### src/hw/ppfm_params.svh
// constants of the port pin function multiplexer
`ifndef PPFM_PARAMS_SVH
`define PPFM_PARAMS_SVH
// register byte offsets on the avalon slave
`define PPFM_ADDR_W 6
`define PPFM_OFS_P1_DIR 6'h00
`define PPFM_OFS_P1_SEL 6'h04
`define PPFM_OFS_P1_OUT 6'h08
`define PPFM_OFS_P1_IN 6'h0c
`define PPFM_OFS_P2_DIR 6'h10
`define PPFM_OFS_P2_SEL 6'h14
`define PPFM_OFS_P2_OUT 6'h18
`define PPFM_OFS_P2_IN 6'h1c
`define PPFM_OFS_ANALOG 6'h20
`define PPFM_OFS_STATUS 6'h24
// field positions in the port two registers
`define PPFM_P2_PIN_A_BIT 0
`define PPFM_P2_PIN_B_BIT 2
// field positions in the status register
`define PPFM_STAT_TEST_BIT 0
`define PPFM_STAT_FUSE_BIT 1
// reset values
`define PPFM_P1_RST 8'h00
`define PPFM_P2_RST 2'h0
`define PPFM_RDATA_RST 32'h0000_0000
`endif

### src/hw/ppfm_pkg.sv
// types of the port pin function multiplexer
package ppfm_pkg;
  // one bit per pin: port one pins 7..0, port two pins 2 and 0
  typedef struct packed {
    logic [7:0] one;
    logic [1:0] two;
  } ppfm_pin_s;
  // avalon slave handshake states
  typedef enum logic [1:0] {
    BUS_IDLE = 2'b01,
    BUS_ACK = 2'b10
  } ppfm_bus_state_e;
endpackage

### src/hw/ppfm_top.sv
// port pin function multiplexer with avalon register slave
//
// Contract
// - select 0 gives gpio, direction picks in/out
// - pin 0 alt: timer clock in, converter clock out
// - pins 1-3 alt: capture in, compare out
// - test mode makes pins 4-6 test inputs
// - pins 4-6 alt outputs outside test mode
// - pin 7 test data, else compare two
// - test logic owns direction in test mode
// - both resets return every pin to gpio outside test mode
// - port two pins 0, 2 alt functions
// - analog enable overrides direction and select
// - analog enable kills driver and schmitt input
// - blown fuse refuses all debug access
// - blown fuse forces permanent test bypass
`timescale 1ns/100ps
`include "ppfm_params.svh"
module ppfm_top (
  input wire logic CORE_CLK_IN,
  input wire logic RESETN_IN,
  input wire logic POWER_UP_CLEAR_IN,
  input wire logic [`PPFM_ADDR_W-1:0] AVS_ADDRESS_IN,
  input wire logic AVS_READ_IN,
  input wire logic AVS_WRITE_IN,
  input wire logic [31:0] AVS_WRITEDATA_IN,
  input wire logic [3:0] AVS_BYTEENABLE_IN,
  output logic [31:0] AVS_READDATA_OUT,
  output logic AVS_WAITREQUEST_OUT,
  input wire logic [7:0] P1_PIN_IN,
  output logic [7:0] P1_PIN_OUT,
  output logic [7:0] P1_PIN_OE_OUT,
  input wire logic [1:0] P2_PIN_IN,
  output logic [1:0] P2_PIN_OUT,
  output logic [1:0] P2_PIN_OE_OUT,
  output logic [1:0] P2_SCHMITT_EN_OUT,
  output logic [1:0] ANALOG_SEL_OUT,
  input wire logic CONVERTER_CLOCK_IN,
  input wire logic SUBSYSTEM_CLOCK_IN,
  input wire logic AUX_CLOCK_IN,
  input wire logic [2:0] TIMER_COMPARE_IN,
  output logic TIMER_EXT_CLOCK_OUT,
  output logic [2:0] TIMER_CAPTURE_A_OUT,
  output logic TIMER_CAPTURE_B_OUT,
  input wire logic TEST_4WIRE_IN,
  input wire logic TEST_TDO_IN,
  input wire logic TEST_TDO_OE_IN,
  output logic TEST_TCK_OUT,
  output logic TEST_TMS_OUT,
  output logic TEST_TDI_OUT,
  output logic TEST_TDI7_OUT,
  input wire logic FUSE_BLOWN_IN,
  output logic DEBUG_ACCESS_EN_OUT,
  output logic TEST_BYPASS_OUT
);

  localparam int SYNC_W = 12; // pins plus test request plus fuse

  // two-flop synchronisers for the pin levels, the test request and the fuse sense
  logic [SYNC_W-1:0] sync_raw;
  logic [SYNC_W-1:0] sync_meta_r; // first stage, read only by the second
  logic [SYNC_W-1:0] sync_r; // safe to use
  assign sync_raw = {FUSE_BLOWN_IN, TEST_4WIRE_IN, P2_PIN_IN, P1_PIN_IN};

  genvar gi;
  generate
    for (gi = 0; gi < SYNC_W; gi++)
    begin : g_sync
      // one synchroniser per input bit
      always_ff @(posedge CORE_CLK_IN or negedge RESETN_IN)
      begin
        if (!RESETN_IN)
        begin
          sync_meta_r[gi] <= 1'b0;
          sync_r[gi] <= 1'b0;
        end
        else
        begin
          sync_meta_r[gi] <= sync_raw[gi];
          sync_r[gi] <= sync_meta_r[gi];
        end
      end
    end
  endgenerate

  logic [7:0] p1_pin; // synchronised port one pin levels
  logic [1:0] p2_pin; // synchronised port two pin levels
  logic test_req; // synchronised 4-wire test request
  logic fuse_pin; // synchronised fuse sense
  assign p1_pin = sync_r[7:0];
  assign p2_pin = sync_r[9:8];
  assign test_req = sync_r[10];
  assign fuse_pin = sync_r[11];

  // configuration state
  logic [7:0] port_one_direction_r, port_one_direction_nxt;
  logic [7:0] port_one_function_select_r, port_one_function_select_nxt;
  logic [7:0] p1_data_r, p1_data_nxt; // port one output data
  logic [1:0] port_two_direction_r, port_two_direction_nxt;
  logic [1:0] port_two_function_select_r, port_two_function_select_nxt;
  logic [1:0] p2_data_r, p2_data_nxt; // port two output data
  logic [1:0] analog_input_enable_r, analog_input_enable_nxt;
  logic fuse_r, fuse_nxt; // sticky once the fuse reads blown
  logic test_mode; // test port owns pins 4..7

  // bus state
  ppfm_pkg::ppfm_bus_state_e bus_r, bus_nxt;
  logic waitreq_r, waitreq_nxt;
  logic [31:0] rdata_r, rdata_nxt;
  logic bus_req; // read or write pending
  logic do_write; // write takes effect this edge
  assign bus_req = AVS_READ_IN | AVS_WRITE_IN;
  assign do_write = AVS_WRITE_IN & (bus_r == ppfm_pkg::BUS_ACK) & AVS_BYTEENABLE_IN[0];

  // fuse lockout wins over any test request
  assign test_mode = test_req & ~fuse_r;

  // next configuration: power-up clear, then bus writes
  always_comb
  begin
    port_one_direction_nxt = port_one_direction_r;
    port_one_function_select_nxt = port_one_function_select_r;
    p1_data_nxt = p1_data_r;
    port_two_direction_nxt = port_two_direction_r;
    port_two_function_select_nxt = port_two_function_select_r;
    p2_data_nxt = p2_data_r;
    analog_input_enable_nxt = analog_input_enable_r;
    // the fuse cannot heal, so only power-on reset clears the latch
    fuse_nxt = fuse_r | fuse_pin;
    if (POWER_UP_CLEAR_IN)
    begin
      // clear returns all pins to gpio input outside test mode
      port_one_direction_nxt = `PPFM_P1_RST;
      port_one_function_select_nxt = `PPFM_P1_RST;
      p1_data_nxt = `PPFM_P1_RST;
      port_two_direction_nxt = `PPFM_P2_RST;
      port_two_function_select_nxt = `PPFM_P2_RST;
      p2_data_nxt = `PPFM_P2_RST;
      analog_input_enable_nxt = `PPFM_P2_RST;
    end
    else if (do_write)
    begin
      // address decode, unmapped and read-only offsets ignore writes
      if (AVS_ADDRESS_IN == `PPFM_OFS_P1_DIR)
        port_one_direction_nxt = AVS_WRITEDATA_IN[7:0];
      else if (AVS_ADDRESS_IN == `PPFM_OFS_P1_SEL)
        port_one_function_select_nxt = AVS_WRITEDATA_IN[7:0];
      else if (AVS_ADDRESS_IN == `PPFM_OFS_P1_OUT)
        p1_data_nxt = AVS_WRITEDATA_IN[7:0];
      else if (AVS_ADDRESS_IN == `PPFM_OFS_P2_DIR)
        port_two_direction_nxt = {AVS_WRITEDATA_IN[`PPFM_P2_PIN_B_BIT],
                                  AVS_WRITEDATA_IN[`PPFM_P2_PIN_A_BIT]};
      else if (AVS_ADDRESS_IN == `PPFM_OFS_P2_SEL)
        port_two_function_select_nxt = {AVS_WRITEDATA_IN[`PPFM_P2_PIN_B_BIT],
                                        AVS_WRITEDATA_IN[`PPFM_P2_PIN_A_BIT]};
      else if (AVS_ADDRESS_IN == `PPFM_OFS_P2_OUT)
        p2_data_nxt = {AVS_WRITEDATA_IN[`PPFM_P2_PIN_B_BIT],
                       AVS_WRITEDATA_IN[`PPFM_P2_PIN_A_BIT]};
      else if (AVS_ADDRESS_IN == `PPFM_OFS_ANALOG)
        analog_input_enable_nxt = {AVS_WRITEDATA_IN[`PPFM_P2_PIN_B_BIT],
                                   AVS_WRITEDATA_IN[`PPFM_P2_PIN_A_BIT]};
    end
  end

  // configuration registers
  always_ff @(posedge CORE_CLK_IN or negedge RESETN_IN)
  begin
    if (!RESETN_IN)
    begin
      port_one_direction_r <= `PPFM_P1_RST;
      port_one_function_select_r <= `PPFM_P1_RST;
      p1_data_r <= `PPFM_P1_RST;
      port_two_direction_r <= `PPFM_P2_RST;
      port_two_function_select_r <= `PPFM_P2_RST;
      p2_data_r <= `PPFM_P2_RST;
      analog_input_enable_r <= `PPFM_P2_RST;
      fuse_r <= 1'b0;
    end
    else
    begin
      port_one_direction_r <= port_one_direction_nxt;
      port_one_function_select_r <= port_one_function_select_nxt;
      p1_data_r <= p1_data_nxt;
      port_two_direction_r <= port_two_direction_nxt;
      port_two_function_select_r <= port_two_function_select_nxt;
      p2_data_r <= p2_data_nxt;
      analog_input_enable_r <= analog_input_enable_nxt;
      fuse_r <= fuse_nxt;
    end
  end

  // avalon slave: one wait cycle, then a single ack cycle
  always_comb
  begin
    bus_nxt = bus_r;
    rdata_nxt = rdata_r;
    case (bus_r)
      ppfm_pkg::BUS_IDLE:
      begin
        if (bus_req)
        begin
          bus_nxt = ppfm_pkg::BUS_ACK;
          rdata_nxt = `PPFM_RDATA_RST; // unmapped reads return zero
          if (AVS_ADDRESS_IN == `PPFM_OFS_P1_DIR)
            rdata_nxt[7:0] = port_one_direction_r;
          else if (AVS_ADDRESS_IN == `PPFM_OFS_P1_SEL)
            rdata_nxt[7:0] = port_one_function_select_r;
          else if (AVS_ADDRESS_IN == `PPFM_OFS_P1_OUT)
            rdata_nxt[7:0] = p1_data_r;
          else if (AVS_ADDRESS_IN == `PPFM_OFS_P1_IN)
            rdata_nxt[7:0] = p1_pin;
          else if (AVS_ADDRESS_IN == `PPFM_OFS_P2_DIR)
          begin
            rdata_nxt[`PPFM_P2_PIN_A_BIT] = port_two_direction_r[0];
            rdata_nxt[`PPFM_P2_PIN_B_BIT] = port_two_direction_r[1];
          end
          else if (AVS_ADDRESS_IN == `PPFM_OFS_P2_SEL)
          begin
            rdata_nxt[`PPFM_P2_PIN_A_BIT] = port_two_function_select_r[0];
            rdata_nxt[`PPFM_P2_PIN_B_BIT] = port_two_function_select_r[1];
          end
          else if (AVS_ADDRESS_IN == `PPFM_OFS_P2_OUT)
          begin
            rdata_nxt[`PPFM_P2_PIN_A_BIT] = p2_data_r[0];
            rdata_nxt[`PPFM_P2_PIN_B_BIT] = p2_data_r[1];
          end
          else if (AVS_ADDRESS_IN == `PPFM_OFS_P2_IN)
          begin
            // schmitt trigger off on analog pins, so they read low
            rdata_nxt[`PPFM_P2_PIN_A_BIT] = p2_pin[0] & ~analog_input_enable_r[0];
            rdata_nxt[`PPFM_P2_PIN_B_BIT] = p2_pin[1] & ~analog_input_enable_r[1];
          end
          else if (AVS_ADDRESS_IN == `PPFM_OFS_ANALOG)
          begin
            rdata_nxt[`PPFM_P2_PIN_A_BIT] = analog_input_enable_r[0];
            rdata_nxt[`PPFM_P2_PIN_B_BIT] = analog_input_enable_r[1];
          end
          else if (AVS_ADDRESS_IN == `PPFM_OFS_STATUS)
          begin
            rdata_nxt[`PPFM_STAT_TEST_BIT] = test_mode;
            rdata_nxt[`PPFM_STAT_FUSE_BIT] = fuse_r;
          end
        end
      end
      ppfm_pkg::BUS_ACK:
        bus_nxt = ppfm_pkg::BUS_IDLE;
      default:
        bus_nxt = ppfm_pkg::BUS_IDLE;
    endcase
    waitreq_nxt = (bus_nxt != ppfm_pkg::BUS_ACK);
  end

  // bus registers, waitrequest idles high
  always_ff @(posedge CORE_CLK_IN or negedge RESETN_IN)
  begin
    if (!RESETN_IN)
    begin
      bus_r <= ppfm_pkg::BUS_IDLE;
      waitreq_r <= 1'b1;
      rdata_r <= `PPFM_RDATA_RST;
    end
    else
    begin
      bus_r <= bus_nxt;
      waitreq_r <= waitreq_nxt;
      rdata_r <= rdata_nxt;
    end
  end
  assign AVS_READDATA_OUT = rdata_r;
  assign AVS_WAITREQUEST_OUT = waitreq_r;

  // pin multiplexer next values
  ppfm_pkg::ppfm_pin_s do_nxt, do_r; // pin drive levels
  ppfm_pkg::ppfm_pin_s oe_nxt, oe_r; // pin output enables
  logic [7:0] p1_alt; // alternate output per port one pin
  logic [7:0] p1_in_fn; // pin selected to an input function
  logic [1:0] p2_alt;
  logic [1:0] schmitt_nxt, schmitt_r;
  logic [1:0] ana_r; // analog select, its own flop so the pin comes straight from a register
  logic [11:0] per_nxt, per_r; // peripheral and test-side outputs
  assign p1_alt = {TIMER_COMPARE_IN, SUBSYSTEM_CLOCK_IN, TIMER_COMPARE_IN,
                   CONVERTER_CLOCK_IN};
  assign p2_alt = {TIMER_COMPARE_IN[0], AUX_CLOCK_IN};
  assign p1_in_fn = port_one_function_select_r & ~port_one_direction_r;

  always_comb
  begin
    // select picks the source, direction the driver
    do_nxt.one = port_one_function_select_r & p1_alt
               | ~port_one_function_select_r & p1_data_r;
    oe_nxt.one = port_one_direction_r;
    if (test_mode)
    begin
      // test logic owns pins 4..7, port bits are ignored
      oe_nxt.one[6:4] = 3'h0;
      do_nxt.one[7] = TEST_TDO_IN;
      oe_nxt.one[7] = TEST_TDO_OE_IN;
    end
    // analog enable overrides select and direction
    do_nxt.two = port_two_function_select_r & p2_alt
               | ~port_two_function_select_r & p2_data_r;
    oe_nxt.two = port_two_direction_r & ~analog_input_enable_r;
    schmitt_nxt = ~analog_input_enable_r;
    per_nxt = 12'h000;
    per_nxt[0] = p1_in_fn[0] & p1_pin[0];
    per_nxt[3:1] = p1_in_fn[3:1] & p1_pin[3:1];
    per_nxt[4] = port_two_function_select_r[1] & ~port_two_direction_r[1]
               & ~analog_input_enable_r[1] & p2_pin[1];
    per_nxt[8:5] = {4{test_mode}} & p1_pin[7:4];
    per_nxt[9] = ~fuse_r;
    per_nxt[10] = fuse_r;
    per_nxt[11] = 1'b0;
  end

  // pin and peripheral output registers
  always_ff @(posedge CORE_CLK_IN or negedge RESETN_IN)
  begin
    if (!RESETN_IN)
    begin
      do_r <= '0;
      oe_r <= '0;
      schmitt_r <= 2'h3;
      ana_r <= 2'h0;
      per_r <= 12'h200; // debug access open until the fuse reads blown
    end
    else
    begin
      do_r <= do_nxt;
      oe_r <= oe_nxt;
      schmitt_r <= schmitt_nxt;
      ana_r <= ~schmitt_nxt;
      per_r <= per_nxt;
    end
  end
  assign P1_PIN_OUT = do_r.one;
  assign P1_PIN_OE_OUT = oe_r.one;
  assign P2_PIN_OUT = do_r.two;
  assign P2_PIN_OE_OUT = oe_r.two;
  assign P2_SCHMITT_EN_OUT = schmitt_r;
  assign ANALOG_SEL_OUT = ana_r;
  assign TIMER_EXT_CLOCK_OUT = per_r[0];
  assign TIMER_CAPTURE_A_OUT = per_r[3:1];
  assign TIMER_CAPTURE_B_OUT = per_r[4];
  assign TEST_TCK_OUT = per_r[5];
  assign TEST_TMS_OUT = per_r[6];
  assign TEST_TDI_OUT = per_r[7];
  assign TEST_TDI7_OUT = per_r[8];
  assign DEBUG_ACCESS_EN_OUT = per_r[9];
  assign TEST_BYPASS_OUT = per_r[10];
endmodule

### config.mk
export PLATFORM = sky130hd
export DESIGN_NAME = ppfm_top
export DESIGN_NICKNAME = d
export VERILOG_FILES = /design/src/hw/ppfm_pkg.sv /design/src/hw/ppfm_top.sv
export VERILOG_INCLUDE_DIRS = /design/src /design/src/hw
export SDC_FILE = /design/constraint.sdc
export NUM_CORES = 1
export LEC_CHECK = 0
export ABC_AREA = 0
export ABC_CLOCK_PERIOD_IN_PS = 1500
export CAP_MARGIN = 20
export CELL_PAD_IN_SITES_DETAIL_PLACEMENT = 2
export CELL_PAD_IN_SITES_GLOBAL_PLACEMENT = 2
export CORE_MARGIN = 4
export CORE_UTILIZATION = 35
export CTS_CLUSTER_SIZE = 8
export DETAILED_ROUTE_END_ITERATION = 8
export DONT_BUFFER_PORTS = 1
export GPL_ROUTABILITY_DRIVEN = 0
export PLACE_DENSITY = 0.85
export SLEW_MARGIN = 15
export SYNTH_ARGS = -nofsm -noshare
export SYNTH_HDL_FRONTEND = slang
export SYNTH_SLANG_ARGS = --single-unit
### constraint.sdc
create_clock -name CORE_CLK_IN -period 1.5 [get_ports CORE_CLK_IN]
set_input_delay 0.3 -clock CORE_CLK_IN [delete_from_list [all_inputs] [get_ports CORE_CLK_IN]]
set_output_delay 0.3 -clock CORE_CLK_IN [all_outputs]
set_load 0.05 [all_outputs]
# Word level (Yosys, flattened, before mapping)
# Cells that the tools add are included.
[totals]
regBits = 103
input_bits = 67
output_inout_bits = 68
wordCells = 174
[op_classes]
n_eq_ne = 18
mux = 67
n_bitwise = 30
n_reduce_logical = 17
[op_table]
columns = ["operator", "count"]
rows = [
  ["$mux W8", 15],
  ["$mux W2", 33],
  ["$eq A6 B5 Y1 const B", 4],
  ["$and A8 B8 Y8", 2],
  ["$mux W1", 16],
  ["$reduce_bool A2 Y1", 8],
  ["$ne A2 B2 Y1 const B", 7],
  ["$eq A6 B4 Y1 const B", 2],
  ["$eq A6 B6 Y1 const B", 2],
  ["$and A1 B1 Y1", 9],
  ["$and A4 B4 Y4", 2],
  ["$not A8 Y8", 1],
  ["$or A8 B8 Y8", 1],
  ["$reduce_and A8 Y1", 1],
  ["$reduce_and A7 Y1", 1],
  ["$and A2 B2 Y2", 3],
  ["$eq A6 B3 Y1 const B", 1],
  ["$logic_not A6 Y1", 1],
  ["$not A2 Y2", 3],
  ["$reduce_and A6 Y1", 1],
  ["$mux W5", 1],
  ["$reduce_and A5 Y1", 1],
  ["$mux W4", 1],
  ["$not A1 Y1", 4],
  ["10 further kinds", 12],
]

# Logic depth before layout (Yosys ltp)
# Gate-level depths: netlist (run 1).
[logic_depth]
ltp_word = 12
ltp_mapped = 7
ltp_nobuf = 6

# Worst setup path before layout (run 1)
# Ideal clock, no wire load.
[synth_path]
path_kind = "in2reg"
startpoint = "in AVS_ADDRESS_IN[2]"
endpoint = "reg p2_data_r[0]"
arrival_time_ns = 1.564
required_ns = 1.368
path_slack_ns = -0.196
cell_stages = 6
path_buffers = 1
path_cell_list = "buf_2 -> nor4b_1 -> nand2_1 -> nor4_2 -> mux2i_1 -> nor2_1"
[synth_between]
elab_chain_cells = 3
word_cells_on_any_way = 13
classes_between = "eq/ne: 10; reduce/logical: 3"
[synth_rtl]
columns = ["element", "line", "text"]
rows = [
  ["start, declared", "ppfm_top.sv:23", "input wire logic [`PPFM_ADDR_W-1:0] AVS_ADDRESS_IN,"],
  ["$eq A6 B5 Y1 (no source line), or another cell as far along", "n/a", ""],
  ["$ne A2 B2 Y1 (no source line) or $reduce_bool A2 Y1 (tied branches)", "n/a", ""],
  ["$reduce_and A7 Y1 (no source line) *", "n/a", ""],
  ["end signal, assigned", "ppfm_top.sv:175", "p2_data_r <= `PPFM_P2_RST;"],
  ["end signal, assigned", "ppfm_top.sv:186", "p2_data_r <= p2_data_nxt;"],
  ["end, declared", "ppfm_top.sv:101", "logic [1:0] p2_data_r, p2_data_nxt;"],
]
# Mark *: on every way between the ends. The rest lies on a longest branch, timed or not.
# A chain may end at the register's enable or synchronous reset.

# Worst setup path in the final report (run 1)
[layout_path]
startpoint = "reg bus_r[0]"
endpoint = "reg p1_data_r[7]"
[layout_between]
elab_chain_cells = 5
[layout_rtl]
columns = ["element", "line", "text"]
rows = [
  ["start, declared", "ppfm_top.sv:107", "ppfm_pkg::ppfm_bus_state_e bus_r, bus_nxt;"],
  ["start signal, assigned", "ppfm_top.sv:258", "bus_r <= ppfm_pkg::BUS_IDLE;"],
  ["start signal, assigned", "ppfm_top.sv:264", "bus_r <= bus_nxt;"],
  ["$eq A2 B2 Y1", "ppfm_top.sv:113", "assign do_write = AVS_WRITE_IN & (bus_r == ppfm_pkg::BUS_ACK) & AVS_BYTEENABLE_IN[0];"],
  ["$and A1 B1 Y1 (2 in a row)", "ppfm_top.sv:113", ""],
  ["$reduce_bool A2 Y1 (no source line)", "n/a", ""],
  ["$reduce_and A4 Y1 (no source line)", "n/a", ""],
  ["end signal, assigned", "ppfm_top.sv:172", "p1_data_r <= `PPFM_P1_RST;"],
  ["end signal, assigned", "ppfm_top.sv:183", "p1_data_r <= p1_data_nxt;"],
  ["end, declared", "ppfm_top.sv:98", "logic [7:0] p1_data_r, p1_data_nxt;"],
]
# No other way between the ends.

==> results.py, run 1 <==
metrics = {
    "clock_tree": {
        "hold_buffers": 12,
        "cts_tree": "yes",
        "clk_latency_ns": 0.36,
        "clockBufferDepth": 2,
        "clk_pin_slew_ns": 0.08,
        "cts_inserted_buffers": 9,
        "clock_sinks": 103,
        "htree_levels": 3,
        "cts_root_buf": "clkbuf_16",
    },
    "route": {
        "drt_iter0_drc": 259,
        "antenna_left": 0,
        "routed_wl_um": 13540,
        "vias_per_cell": 5.265,
        "wire_per_inst_um": 25.45,
        "vias": 2801,
        "first_pass_iters": 4,
        "drc": 0,
    },
    "placement": {
        "dpl_worst_slack_ns": -0.1917,
        "dpl-instance-area_mm2": 0.004354,
        "port-buffer-count": 0,
        "hpwl_um": 8315,
        "dp.cells": 498,
    },
    "floorplanning": {
        "fp.dieW_um": 115.7,
        "dieArea_mm2": 0.01339,
        "io_pins": 135,
        "die_h_um": 115.7,
        "design.core.area_mm2": 0.01137,
        "initial_core_util": 0.3572,
        "fp-row-count": 39,
    },
    "critical_path": {
        "cp_common_cell": "buf_6",
        "worst-path-buf-inv": 3,
        "cp.required_ns": 1.75,
        "crit_path_end_kind": "flop",
        "cp_max_fo": 5,
        "cp.arrival_ns": 1.95,
        "max_stage_delay_ns": 0.38,
        "cp-start-kind": "flop",
        "critPathKind": "reg -> reg",
        "critPathTopFamily": "simple AND/OR/NAND/NOR gates",
        "path_cells": "buf_6 -> nor3_4 -> buf_6 -> nand4_1 -> buf_6 -> mux2i_1 -> nor2_1",
        "cpMaxStageDelayCell": "dfstp_2",
    },
    "power": {
        "power_density_mw_per_mm2": 1345,
        "peakVddDrop_mv": 1.020,
        "p_leak_nw": 2.360,
    },
    "layout": {
        "nNetsFinal": 451,
        "area_growth_syn_to_layout_pct": 23.14,
        "n_fill_cell": 1139,
        "mostFrequentLayoutCell": "dfrtp_1",
        "most-common-layout-cells": "dfrtp_1 (98), nor2_1 (37), buf_4 (27), conb_1 (24), mux2i_1 (23)",
        "drive_gt1_frac": 0.2519,
        "fin_util": 0.4399,
        "fin_cells": 532,
        "diodes": 0,
        "final_area_mm2": 0.005001,
    },
    "yosys": {
        "yosys_warnings": 0,
        "seq_area_frac_synth": 0.6362,
        "avgSynthCellArea_um2": 12.09,
        "synth_cells": 336,
        "ys_ff_latch": 103,
        "ys_types": 39,
        "syn-cell-area_mm2": 0.004061,
    },
    "grt": {
        "grt_pass1_vias": 3196,
        "grt_overflow": 0,
        "grtUsageTotal": 0.1981,
        "grt_first_pass_wirelength_um": 19470,
        "grt_start_max_net_pins": 104,
        "grt_antenna_before_repair": 0,
    },
    "run_status": {
        "violations": "negative hold slack, negative setup slack",
        "outcome": "finished, violations left",
    },
    "timing": {
        "period_share": 1.133,
        "whs_ns": -0.3699,
        "post-route-min-period_ns": 1.700,
        "final-hold-violation-count": 104,
        "relSlewSlack": 0.6236,
        "rsz0062_at_grt": "yes",
        "fmax_mhz": 588.2,
        "fin_worst_skew_ns": 0.009419,
        "worst_slack_ns": -0.2000,
        "setup-violations-final": 22,
        "slew_viol_final": 0,
        "fin_tns_setup_ns": -1.787,
        "tightest_slew_ns": 0.5634,
    },
    "hold_path": {
        "hold_class": "in -> async",
    },
    "run": {
        "cap_violations": 0,
    },
}
[through the flow]
step | power [mW] | hold slack, ns
after floorplan | 4.026 | 0.004409
after global placement | 4.167 | 0.007239
after detailed placement | 4.233 | 0.006991
after CTS | 6.693 | -0.3808
after global routing | 6.977 | -0.3878
final | 6.725 | -0.3699
[cells by family after synthesis]
kind of cell	Yosys count	synth area share
AND/OR/NAND/NOR	105	0.1300
flip-flops	103	0.6362
buffers and inverters	46	0.06624
AO/OA/AOI/OAI	44	0.07240
multiplexers	37	0.09427
other	1	0.0009233
[report_power, final]
| part | internal, mW | leakage, nW | switching, mW |
|---|---|---|---|
| sequential | 2.97 | 1.34 | 0.557 |
| combinational | 0.321 | 0.873 | 0.536 |
| clock | 1.20 | 0.146 | 1.14 |
[cell usage after synthesis]
master,n,area (um2)
dfrtp_1,98,2452
nor2_1,38,142.6
mux2i_1,27,270.3
buf_4,25,187.7
nand2_1,19,71.32
a21oi_1,11,55.05
a22oi_1,11,82.58
nand3_1,11,55.05
mux2_2,10,112.6
inv_1,9,33.78
a31oi_1,8,50.05
clkbuf_1,8,30.03
nor2b_1,8,50.05
and2_1,6,37.54
dfstp_2,5,131.4
o21ai_0,5,25.02
nor3_1,4,20.02
and3_1,3,18.77
nand2b_1,3,18.77
nand4_1,3,18.77
buf_1,2,7.510
buf_2,2,10.01
nor4b_1,2,17.52
o221ai_1,2,17.52
or3_1,2,12.51
a211o_1,1,8.760
a221oi_1,1,8.760
a222oi_1,1,10.01
a2bb2oi_1,1,8.760
a32o_1,1,10.01
conb_1,1,3.750
nand3b_1,1,7.510
nor3_2,1,10.01
nor3b_1,1,7.510
nor4_2,1,12.51
nor4_4,1,21.27
o211a_2,1,10.01
o21a_1,1,7.510
or2_2,1,6.260
[worst register-to-register path, stage by stage (launching register included)]
cell     delay [ns]
dfstp_2        0.38
buf_6          0.11
nor3_4         0.19
buf_6          0.15
nand4_1        0.23
buf_6          0.23
mux2i_1        0.21
nor2_1         0.09
[worst paths after layout]
path / start / end / slack [ns] / cells after the start
worst max register to register: bus_r[0]$_DFF_PN1_ / p1_data_r[7]$_DFFE_PN0P_ / -0.20 / 7
worst min-delay path: RESETN_IN / p1_data_r[6]$_DFFE_PN0P_ / -0.37 / 0
worst max-delay path: bus_r[0]$_DFF_PN1_ / p1_data_r[7]$_DFFE_PN0P_ / -0.20 / 7
max in group asynchronous: RESETN_IN / per_r[9]$_DFF_PN1_ / 1.62 / 0
worst min register to register: sync_meta_r[10]$_DFF_PN0_ / test_req$_DFF_PN0_ / 0.35 / 0
min in group CORE_CLK_IN: POWER_UP_CLEAR_IN / port_one_direction_r[7]$_DFFE_PN0P_ / 0 / 1
[flip-flops by register name, indices dropped and copies added, names as in the netlist, 8 cells and up]
name,flops
p1_pin,8
AVS_READDATA_OUT,8
port_one_function_select_r,8
p1_data_r,8
sync_meta_r,12
P1_PIN_OUT,8
P1_PIN_OE_OUT,8
port_one_direction_r,8
per_r,11
[routing by layer]
layer | vias to the layer above | share of wire | global-route usage
li1 | 1199 | - | -
met1 | 1478 | 0.37 | 0.2312
met2 | 103 | 0.53 | 0.3383
met3 | 21 | 0.072 | 0.05379
met4 | 0 | 0.030 | 0.09590
met5 | - | 0 | 0
[repair_timing]
item	CTS	global route
gates resized for setup	20	25
buffers inserted	3	5
hold endpoints to repair	131	123
endpoints found under the setup margin	34	32
pin swaps	6	11
[layout make-up]
cell class	instances	area, um2	area share
clock buffer	10	239.0	0.04779
multi-input combinational	210	1444	0.2887
timing repair buffer	51	470.5	0.09407
clock inverter	6	51.30	0.01026
sequential	103	2584	0.5166
tap	143	178.9	0.03578
inverter	9	33.78	0.006755
No activity file was read; power rests on OpenSTA's default activity.
==> run 2: changes to the inputs <==
--- a/config.mk
+++ b/config.mk
@@ -7,17 +7,17 @@
 export NUM_CORES = 1
 export LEC_CHECK = 0
 export ABC_AREA = 0
-export ABC_CLOCK_PERIOD_IN_PS = 1500
+export ABC_CLOCK_PERIOD_IN_PS = 1710
 export CAP_MARGIN = 20
 export CELL_PAD_IN_SITES_DETAIL_PLACEMENT = 2
 export CELL_PAD_IN_SITES_GLOBAL_PLACEMENT = 2
 export CORE_MARGIN = 4
-export CORE_UTILIZATION = 35
+export CORE_UTILIZATION = 39
 export CTS_CLUSTER_SIZE = 8
 export DETAILED_ROUTE_END_ITERATION = 8
 export DONT_BUFFER_PORTS = 1
 export GPL_ROUTABILITY_DRIVEN = 0
-export PLACE_DENSITY = 0.85
+export PLACE_DENSITY = 0.89
 export SLEW_MARGIN = 15
 export SYNTH_ARGS = -nofsm -noshare
 export SYNTH_HDL_FRONTEND = slang
==> constraint.sdc (replaced) <==
create_clock -name CORE_CLK_IN -period 1.71 [get_ports CORE_CLK_IN]
set_input_delay 0.342 -clock CORE_CLK_IN [delete_from_list [all_inputs] [get_ports CORE_CLK_IN]]
set_output_delay 0.342 -clock CORE_CLK_IN [all_outputs]
set_load 0.05 [all_outputs]
==> run 2 against run 1 <==
Against the previous run:
- critical path type unchanged
- critical endpoint unchanged
- fmax is 5.1% higher
- total power fell by 21%
- the run ends with negative hold slack left
- cell count fell by 5.1%
- count of clock-buffer cells in the layout is 1 higher
- highest routed layer is now met5
- clock power down 32%
- via count is 2.9% lower
==> results.py, run 2 (synthesis gave the netlist of run 1 again) <==
metrics = {
    "timing": {
        "slew_viol_final": 0,
        "fmax_mhz": 618.2,
        "relSlewSlack": 0.6388,
        "fin_worst_skew_ns": 0.01423,
        "setup-violations-final": 0,
        "rsz0062_at_grt": "no",
        "post-route-min-period_ns": 1.618,
        "whs_ns": -0.3494,
        "tightest_slew_ns": 0.5418,
        "period_share": 0.9459,
        "final-hold-violation-count": 103,
    },
    "route": {
        "first_pass_iters": 4,
        "drt_iter0_drc": 170,
        "antenna_left": 0,
        "wire_per_inst_um": 24.29,
        "vias": 2719,
        "vias_per_cell": 5.384,
        "routed_wl_um": 12260,
        "drc": 0,
    },
    "critical_path": {
        "cp.arrival_ns": 1.89,
        "cp-start-kind": "flop",
        "path_cells": "inv_1 -> nor3_4 -> nand4_1 -> buf_4 -> mux2i_1 -> nor2_1",
        "critPathTopFamily": "simple AND/OR/NAND/NOR gates",
        "worst-path-buf-inv": 2,
        "reg2reg_depth": 6,
        "crit_path_end_kind": "flop",
        "r2r_start": "bus_r[1]$_DFF_PN0_",
        "cp_max_fo": 4,
        "max_stage_delay_ns": 0.33,
        "critPathKind": "reg -> reg",
        "regToRegSetupSlack_ns": 0.09,
        "cpMaxStageDelayCell": "dfrtp_1",
        "r2r_end": "p1_data_r[7]$_DFFE_PN0P_",
        "cp.required_ns": 1.98,
    },
    "clock_tree": {
        "clk_latency_ns": 0.37,
        "postCtsSetupRepairBufs": 0,
        "cts_root_buf": "clkbuf_8",
        "clock_sinks": 103,
        "clockBufferDepth": 2,
        "clk_pin_slew_ns": 0.11,
        "cts_inserted_buffers": 9,
        "cts_tree": "yes",
        "htree_levels": 3,
    },
    "floorplanning": {
        "fp.dieW_um": 110.1,
        "io_pins": 135,
        "initial_core_util": 0.4080,
        "design.core.area_mm2": 0.009955,
        "fp-row-count": 36,
        "dieArea_mm2": 0.01211,
        "die_h_um": 110.1,
    },
    "layout": {
        "area_growth_syn_to_layout_pct": 13.49,
        "most-common-layout-cells": "dfrtp_1 (98), nor2_1 (38), mux2i_1 (27), conb_1 (24), buf_4 (20)",
        "reg_top3": "sync_meta_r (12), per_r (11)",
        "fin_util": 0.4630,
        "drive_gt1_frac": 0.1586,
        "largest-register": "sync_meta_r",
        "fin_cells": 505,
        "n_fill_cell": 994,
        "mostFrequentLayoutCell": "dfrtp_1",
        "diodes": 0,
        "largest_register_ffs": 12,
        "nNetsFinal": 434,
    },
    "run": {
        "cap_violations": 0,
    },
    "run_status": {
        "outcome": "finished, violations left",
        "violations": "negative hold slack",
    },
    "power": {
        "power.total_mw": 5.305,
        "p_leak_nw": 2.198,
        "power_density_mw_per_mm2": 1151,
        "peakVddDrop_mv": 0.5260,
    },
    "grt": {
        "grt_first_pass_wirelength_um": 18820,
        "grt_start_max_net_pins": 104,
        "grt_pass1_vias": 3225,
        "grt_overflow": 0,
        "grt_antenna_before_repair": 1,
        "grtUsageTotal": 0.2141,
    },
    "placement": {
        "hpwl_um": 8003,
        "dp.cells": 476,
        "port-buffer-count": 0,
    },
    "hold_path": {
        "hold_class": "in -> async",
    },
}
[run 2: cell count changes in the layout (fill, tap and decap cells not counted), sizes merged]
cell / before / now
dlygate4sd3: 12 / 13
buf: 39 / 21
bufinv: 0 / 1
inv: 13 / 11
clkinvlp: 0 / 2
clkinv: 2 / 0
clkbuf: 10 / 11
[run 2: timing repair]
item / in CTS / in global routing
setup endpoints to repair: 2 / 16
cloned: 0 / 0
hold endpoints to repair: 115 / 112
gates resized for setup: 1 / 3
hold buffers: 12 / 1
pin swaps: 1 / 0
[run 2: per-stage QoR]
| stage | instance area [um2] | setup slack, ns | TNS, ns | hold slack (ns) |
|---|---|---|---|---|
| after CTS | 4586 | 0.01961 | 0 | -0.3672 |
| after detailed placement | 4260 | -0.03890 | -0.05904 | 0.04893 |
| final | 4609 | 0.09245 | 0 | -0.3494 |
| after floorplan | 4154 | 0.001857 | 0 | 0.04641 |
| after global routing | 4609 | 0.03575 | 0 | -0.3781 |
| after global placement | 4260 | 0.06629 | 0 | 0.05023 |
[run 2: power by group]
| part | switching [mW] | total [mW] | internal [mW] |
|---|---|---|---|
| combinational | 0.447 | 0.635 | 0.188 |
| clock | 0.906 | 1.60 | 0.695 |
| sequential | 0.460 | 3.07 | 2.61 |
[run 2: worst max path at each step]
stage,from,to,slack (ns),depth (start not counted)
finish,bus_r[1]$_DFF_PN0_,p1_data_r[7]$_DFFE_PN0P_,0.09,6
global route,bus_r[1]$_DFF_PN0_,port_two_direction_r[1]$_DFFE_PN0P_,0.04,6
CTS,bus_r[0]$_DFF_PN1_,port_one_direction_r[0]$_DFFE_PN0P_,0.02,5
detailed placement,AVS_ADDRESS_IN[1],p1_data_r[7]$_DFFE_PN0P_,-0.04,6
global placement,bus_r[0]$_DFF_PN1_,p2_data_r[1]$_DFFE_PN0P_,0.07,4
floorplan,AVS_ADDRESS_IN[1],AVS_READDATA_OUT[2]$_DFFE_PN0P_,0.002,7
[run 2: routing by layer]
layer | part of all wire | global-route usage | vias up
met5 | 0.0011 | 0 | -
met4 | 0.020 | 0.08281 | 2
met1 | 0.38 | 0.2438 | 1425
met2 | 0.53 | 0.3769 | 111
li1 | - | - | 1160
met3 | 0.073 | 0.06348 | 21
[run 2: area by class of cell]
type | count | area (um2) | area share
flip-flops and latches | 103 | 2584 | 0.5605
clock buffers | 11 | 131.4 | 0.02850
repair buffers | 34 | 300.3 | 0.06515
well taps | 133 | 166.4 | 0.03610
multi-input cells | 210 | 1329 | 0.2883
inverters | 9 | 33.78 | 0.007329
clock inverters | 5 | 65.06 | 0.01412
==> run 3: changes to the inputs <==
--- a/config.mk
+++ b/config.mk
@@ -6,18 +6,18 @@
 export SDC_FILE = /design/constraint.sdc
 export NUM_CORES = 1
 export LEC_CHECK = 0
-export ABC_AREA = 0
+export ABC_AREA = 1
 export ABC_CLOCK_PERIOD_IN_PS = 1710
 export CAP_MARGIN = 20
 export CELL_PAD_IN_SITES_DETAIL_PLACEMENT = 2
 export CELL_PAD_IN_SITES_GLOBAL_PLACEMENT = 2
 export CORE_MARGIN = 4
-export CORE_UTILIZATION = 39
+export CORE_UTILIZATION = 37
 export CTS_CLUSTER_SIZE = 8
 export DETAILED_ROUTE_END_ITERATION = 8
 export DONT_BUFFER_PORTS = 1
 export GPL_ROUTABILITY_DRIVEN = 0
-export PLACE_DENSITY = 0.89
+export PLACE_DENSITY_LB_ADDON = 0.1
 export SLEW_MARGIN = 15
 export SYNTH_ARGS = -nofsm -noshare
 export SYNTH_HDL_FRONTEND = slang
==> run 3 against run 2 <==
Against the previous run:
- critical endpoint is now port_one_direction_r[0]$_DFFE_PN0P_
- cell area decreased by 1.8%
- cell count increased by 14%
- total power increased by 10%
- synthesized area increased by 0.18%
- routed wire length decreased by 14%
- first-iteration DRC count decreased by 26%
- fmax increased by 3.3%
- critical path type unchanged
- critical path depth decreased by 1
- the run still ends with negative hold slack left
- combinational power increased by 6.8%
- count of clock-buffer cells in the layout increased by 2
==> results.py, run 3 <==
metrics = {
    "hold_path": {
        "hold_class": "in -> async",
    },
    "placement": {
        "dp.cells": 546,
        "port-buffer-count": 0,
        "hpwl_um": 7728,
    },
    "floorplanning": {
        "initial_core_util": 0.3770,
        "design.core.area_mm2": 0.01079,
        "fp.dieW_um": 112.9,
        "die_h_um": 112.9,
        "dieArea_mm2": 0.01274,
        "fp-row-count": 38,
        "io_pins": 135,
    },
    "critical_path": {
        "cp_max_fo": 16,
        "critPathTopFamily": "flip-flops",
        "cp-start-kind": "flop",
        "max_stage_delay_ns": 0.53,
        "critPathKind": "reg -> reg",
        "reg2reg_depth": 5,
        "crit_path_end_kind": "flop",
        "worst-path-buf-inv": 1,
        "cp.depth": 5,
        "cp.arrival_ns": 1.79,
        "cpMaxStageDelayCell": "dfstp_2",
        "path_cells": "inv_1 -> nand4_1 -> nand2_1 -> o21ai_2 -> o21ai_0",
        "cp.required_ns": 1.93,
    },
    "timing": {
        "tightest_slew_ns": 0.7138,
        "fin_tns_setup_ns": 0,
        "slew_viol_final": 0,
        "whs_ns": -0.3487,
        "fmax_mhz": 638.9,
        "final-hold-violation-count": 103,
        "post-route-min-period_ns": 1.565,
        "rsz0062_at_grt": "no",
        "relSlewSlack": 0.5240,
        "setup-violations-final": 0,
        "period_share": 0.9153,
        "fin_worst_skew_ns": 0.01775,
    },
    "yosys": {
        "synthTopCellsByArea": "dfrtp_1 (60%), nand2_1 (8.1%), buf_4 (4.4%)",
        "synthSimpleGateAreaFrac": 0.1682,
        "avgSynthCellArea_um2": 10.07,
        "synth-compound-area-share": 0.09502,
        "seq_area_frac_synth": 0.6350,
        "yosys.area.top_type": "dfrtp_1",
        "yosys_warnings": 0,
        "synth_top_area_frac": 0.6027,
        "syn-cell-area_mm2": 0.004069,
        "synthMuxAreaShare": 0.008303,
        "synth-async-reset-ratio": 1.000,
        "synth_adder_area_share": 0,
        "ys_types": 35,
        "ys_ff_latch": 103,
        "synth_xor_area_frac": 0,
        "synth_top_family_by_area": "simple AND/OR/NAND/NOR gates",
        "synth_ff_type": "dfrtp_1",
        "synth_edf_count": 0,
        "ys_top_cells_by_count": "dfrtp_1 (98), nand2_1 (88), nor2_1 (41)",
        "synth_cells": 404,
        "post-synth-top-count-cell": "dfrtp_1",
    },
    "clock_tree": {
        "hold_buffers": 12,
        "clk_pin_slew_ns": 0.10,
        "cts_inserted_buffers": 9,
        "cts_root_buf": "clkbuf_8",
        "postCtsSetupRepairBufs": 0,
        "clock_sinks": 103,
        "htree_levels": 3,
        "clk_latency_ns": 0.38,
        "clockBufferDepth": 2,
        "cts_tree": "yes",
    },
    "route": {
        "drc": 0,
        "antenna_left": 0,
        "drt_iter0_drc": 126,
        "first_pass_iters": 4,
        "wire_per_inst_um": 18.37,
        "vias_per_cell": 4.847,
        "vias": 2782,
        "routed_wl_um": 10550,
    },
    "grt": {
        "grtUsageTotal": 0.1756,
        "grt_overflow": 0,
        "grt_first_pass_wirelength_um": 17110,
        "grt_start_max_net_pins": 104,
        "grt_pass1_vias": 3038,
        "grt_antenna_before_repair": 0,
    },
    "layout": {
        "most-common-layout-cells": "dfrtp_1 (98), nand2_1 (88), nor2_1 (40), inv_1 (37), o21ai_0 (35)",
        "area_growth_syn_to_layout_pct": 11.25,
        "fin_util": 0.4194,
        "reg_top3": "sync_meta_r (12), per_r (11)",
        "drive_gt1_frac": 0.1175,
        "mostFrequentLayoutCell": "dfrtp_1",
        "largest_register_ffs": 12,
        "fin_cells": 574,
        "largest-register": "sync_meta_r",
        "diodes": 0,
        "nNetsFinal": 496,
    },
    "power": {
        "p_leak_nw": 2.198,
        "power_density_mw_per_mm2": 1292,
        "peakVddDrop_mv": 0.4776,
    },
    "run_status": {
        "outcome": "finished, violations left",
        "violations": "negative hold slack",
    },
    "run": {
        "cap_violations": 0,
    },
}
==> run 3: cell count changes in the layout (fill, tap and decap cells not counted), moves of 13 or more <==
cell     before  now
mux2i_1      27    0
nand2_1      18   88
buf_4        20    7
inv_1         9   37
o21ai_0       5   35
==> run 3: through the flow <==
stage	hold slack (ns)	setup slack (ns)	total power, mW	area [um2]
after floorplan	0.04641	0.3294	4.019	4155
after global placement	0.04933	0.1390	4.168	4188
after detailed placement	0.04886	0.08377	4.218	4188
after CTS	-0.3600	0.02603	5.920	4524
after global routing	-0.3711	0.006840	6.161	4527
final	-0.3487	0.1449	5.850	4527
==> run 3: layer usage <==
| layer | share of wire | GRT usage | routed length (um) | up-vias |
|---|---|---|---|---|
| met2 | 0.48 | 0.2769 | 5083 | 83 |
| met4 | 0.012 | 0.05529 | 123 | 0 |
| met5 | 0 | 0 | 0 | - |
| met1 | 0.45 | 0.2405 | 4731 | 1403 |
| li1 | - | - | - | 1284 |
| met3 | 0.058 | 0.04225 | 607 | 12 |
==> run 3: layout make-up <==
| cell class | count | area, um2 |
|---|---|---|
| Fill cell | 1152 | 6266 |
| Sequential cell | 103 | 2584 |
| Multi-Input combinational cell | 253 | 1197 |
| Timing Repair Buffer | 20 | 192.7 |
| Tap cell | 140 | 175.2 |
| Inverter | 42 | 161.4 |
| Clock buffer | 13 | 148.9 |
| Clock inverter | 3 | 67.56 |
==> run 3: what timing repair did <==
action | in CTS | in global routing
hold endpoints to repair | 115 | 103
gates resized for setup | 0 | 1
endpoints found under the setup margin | 0 | 1
==> run 3: cell families after synthesis <==
group,count (synthesis)
buffers and inverters,71
multiplexers,3
other,1
flip-flops,103
AND/OR/NAND/NOR,161
AO/OA/AOI/OAI,65
==> run 3: path summary, 6_finish.rpt <==
path,from,to,slack (ns)
max in group asynchronous,RESETN_IN,per_r[9]$_DFF_PN1_,1.81
max,bus_r[0]$_DFF_PN1_,port_one_direction_r[0]$_DFFE_PN0P_,0.14
min reg2reg,sync_meta_r[11]$_DFF_PN0_,fuse_pin$_DFF_PN0_,0.36
min in group CORE_CLK_IN,AVS_READ_IN,AVS_WAITREQUEST_OUT$_DFF_PN1_,0.05
max reg2reg,bus_r[0]$_DFF_PN1_,port_one_direction_r[0]$_DFFE_PN0P_,0.14
min,RESETN_IN,port_one_direction_r[1]$_DFFE_PN0P_,-0.35
==> run 3: power by group <==
group          switching, mW  leakage, nW  internal, mW
Combinational          0.462        0.805         0.217
Sequential             0.757         1.29          2.74
Clock                  0.809        0.104         0.868
Total                   2.03         2.20          3.82
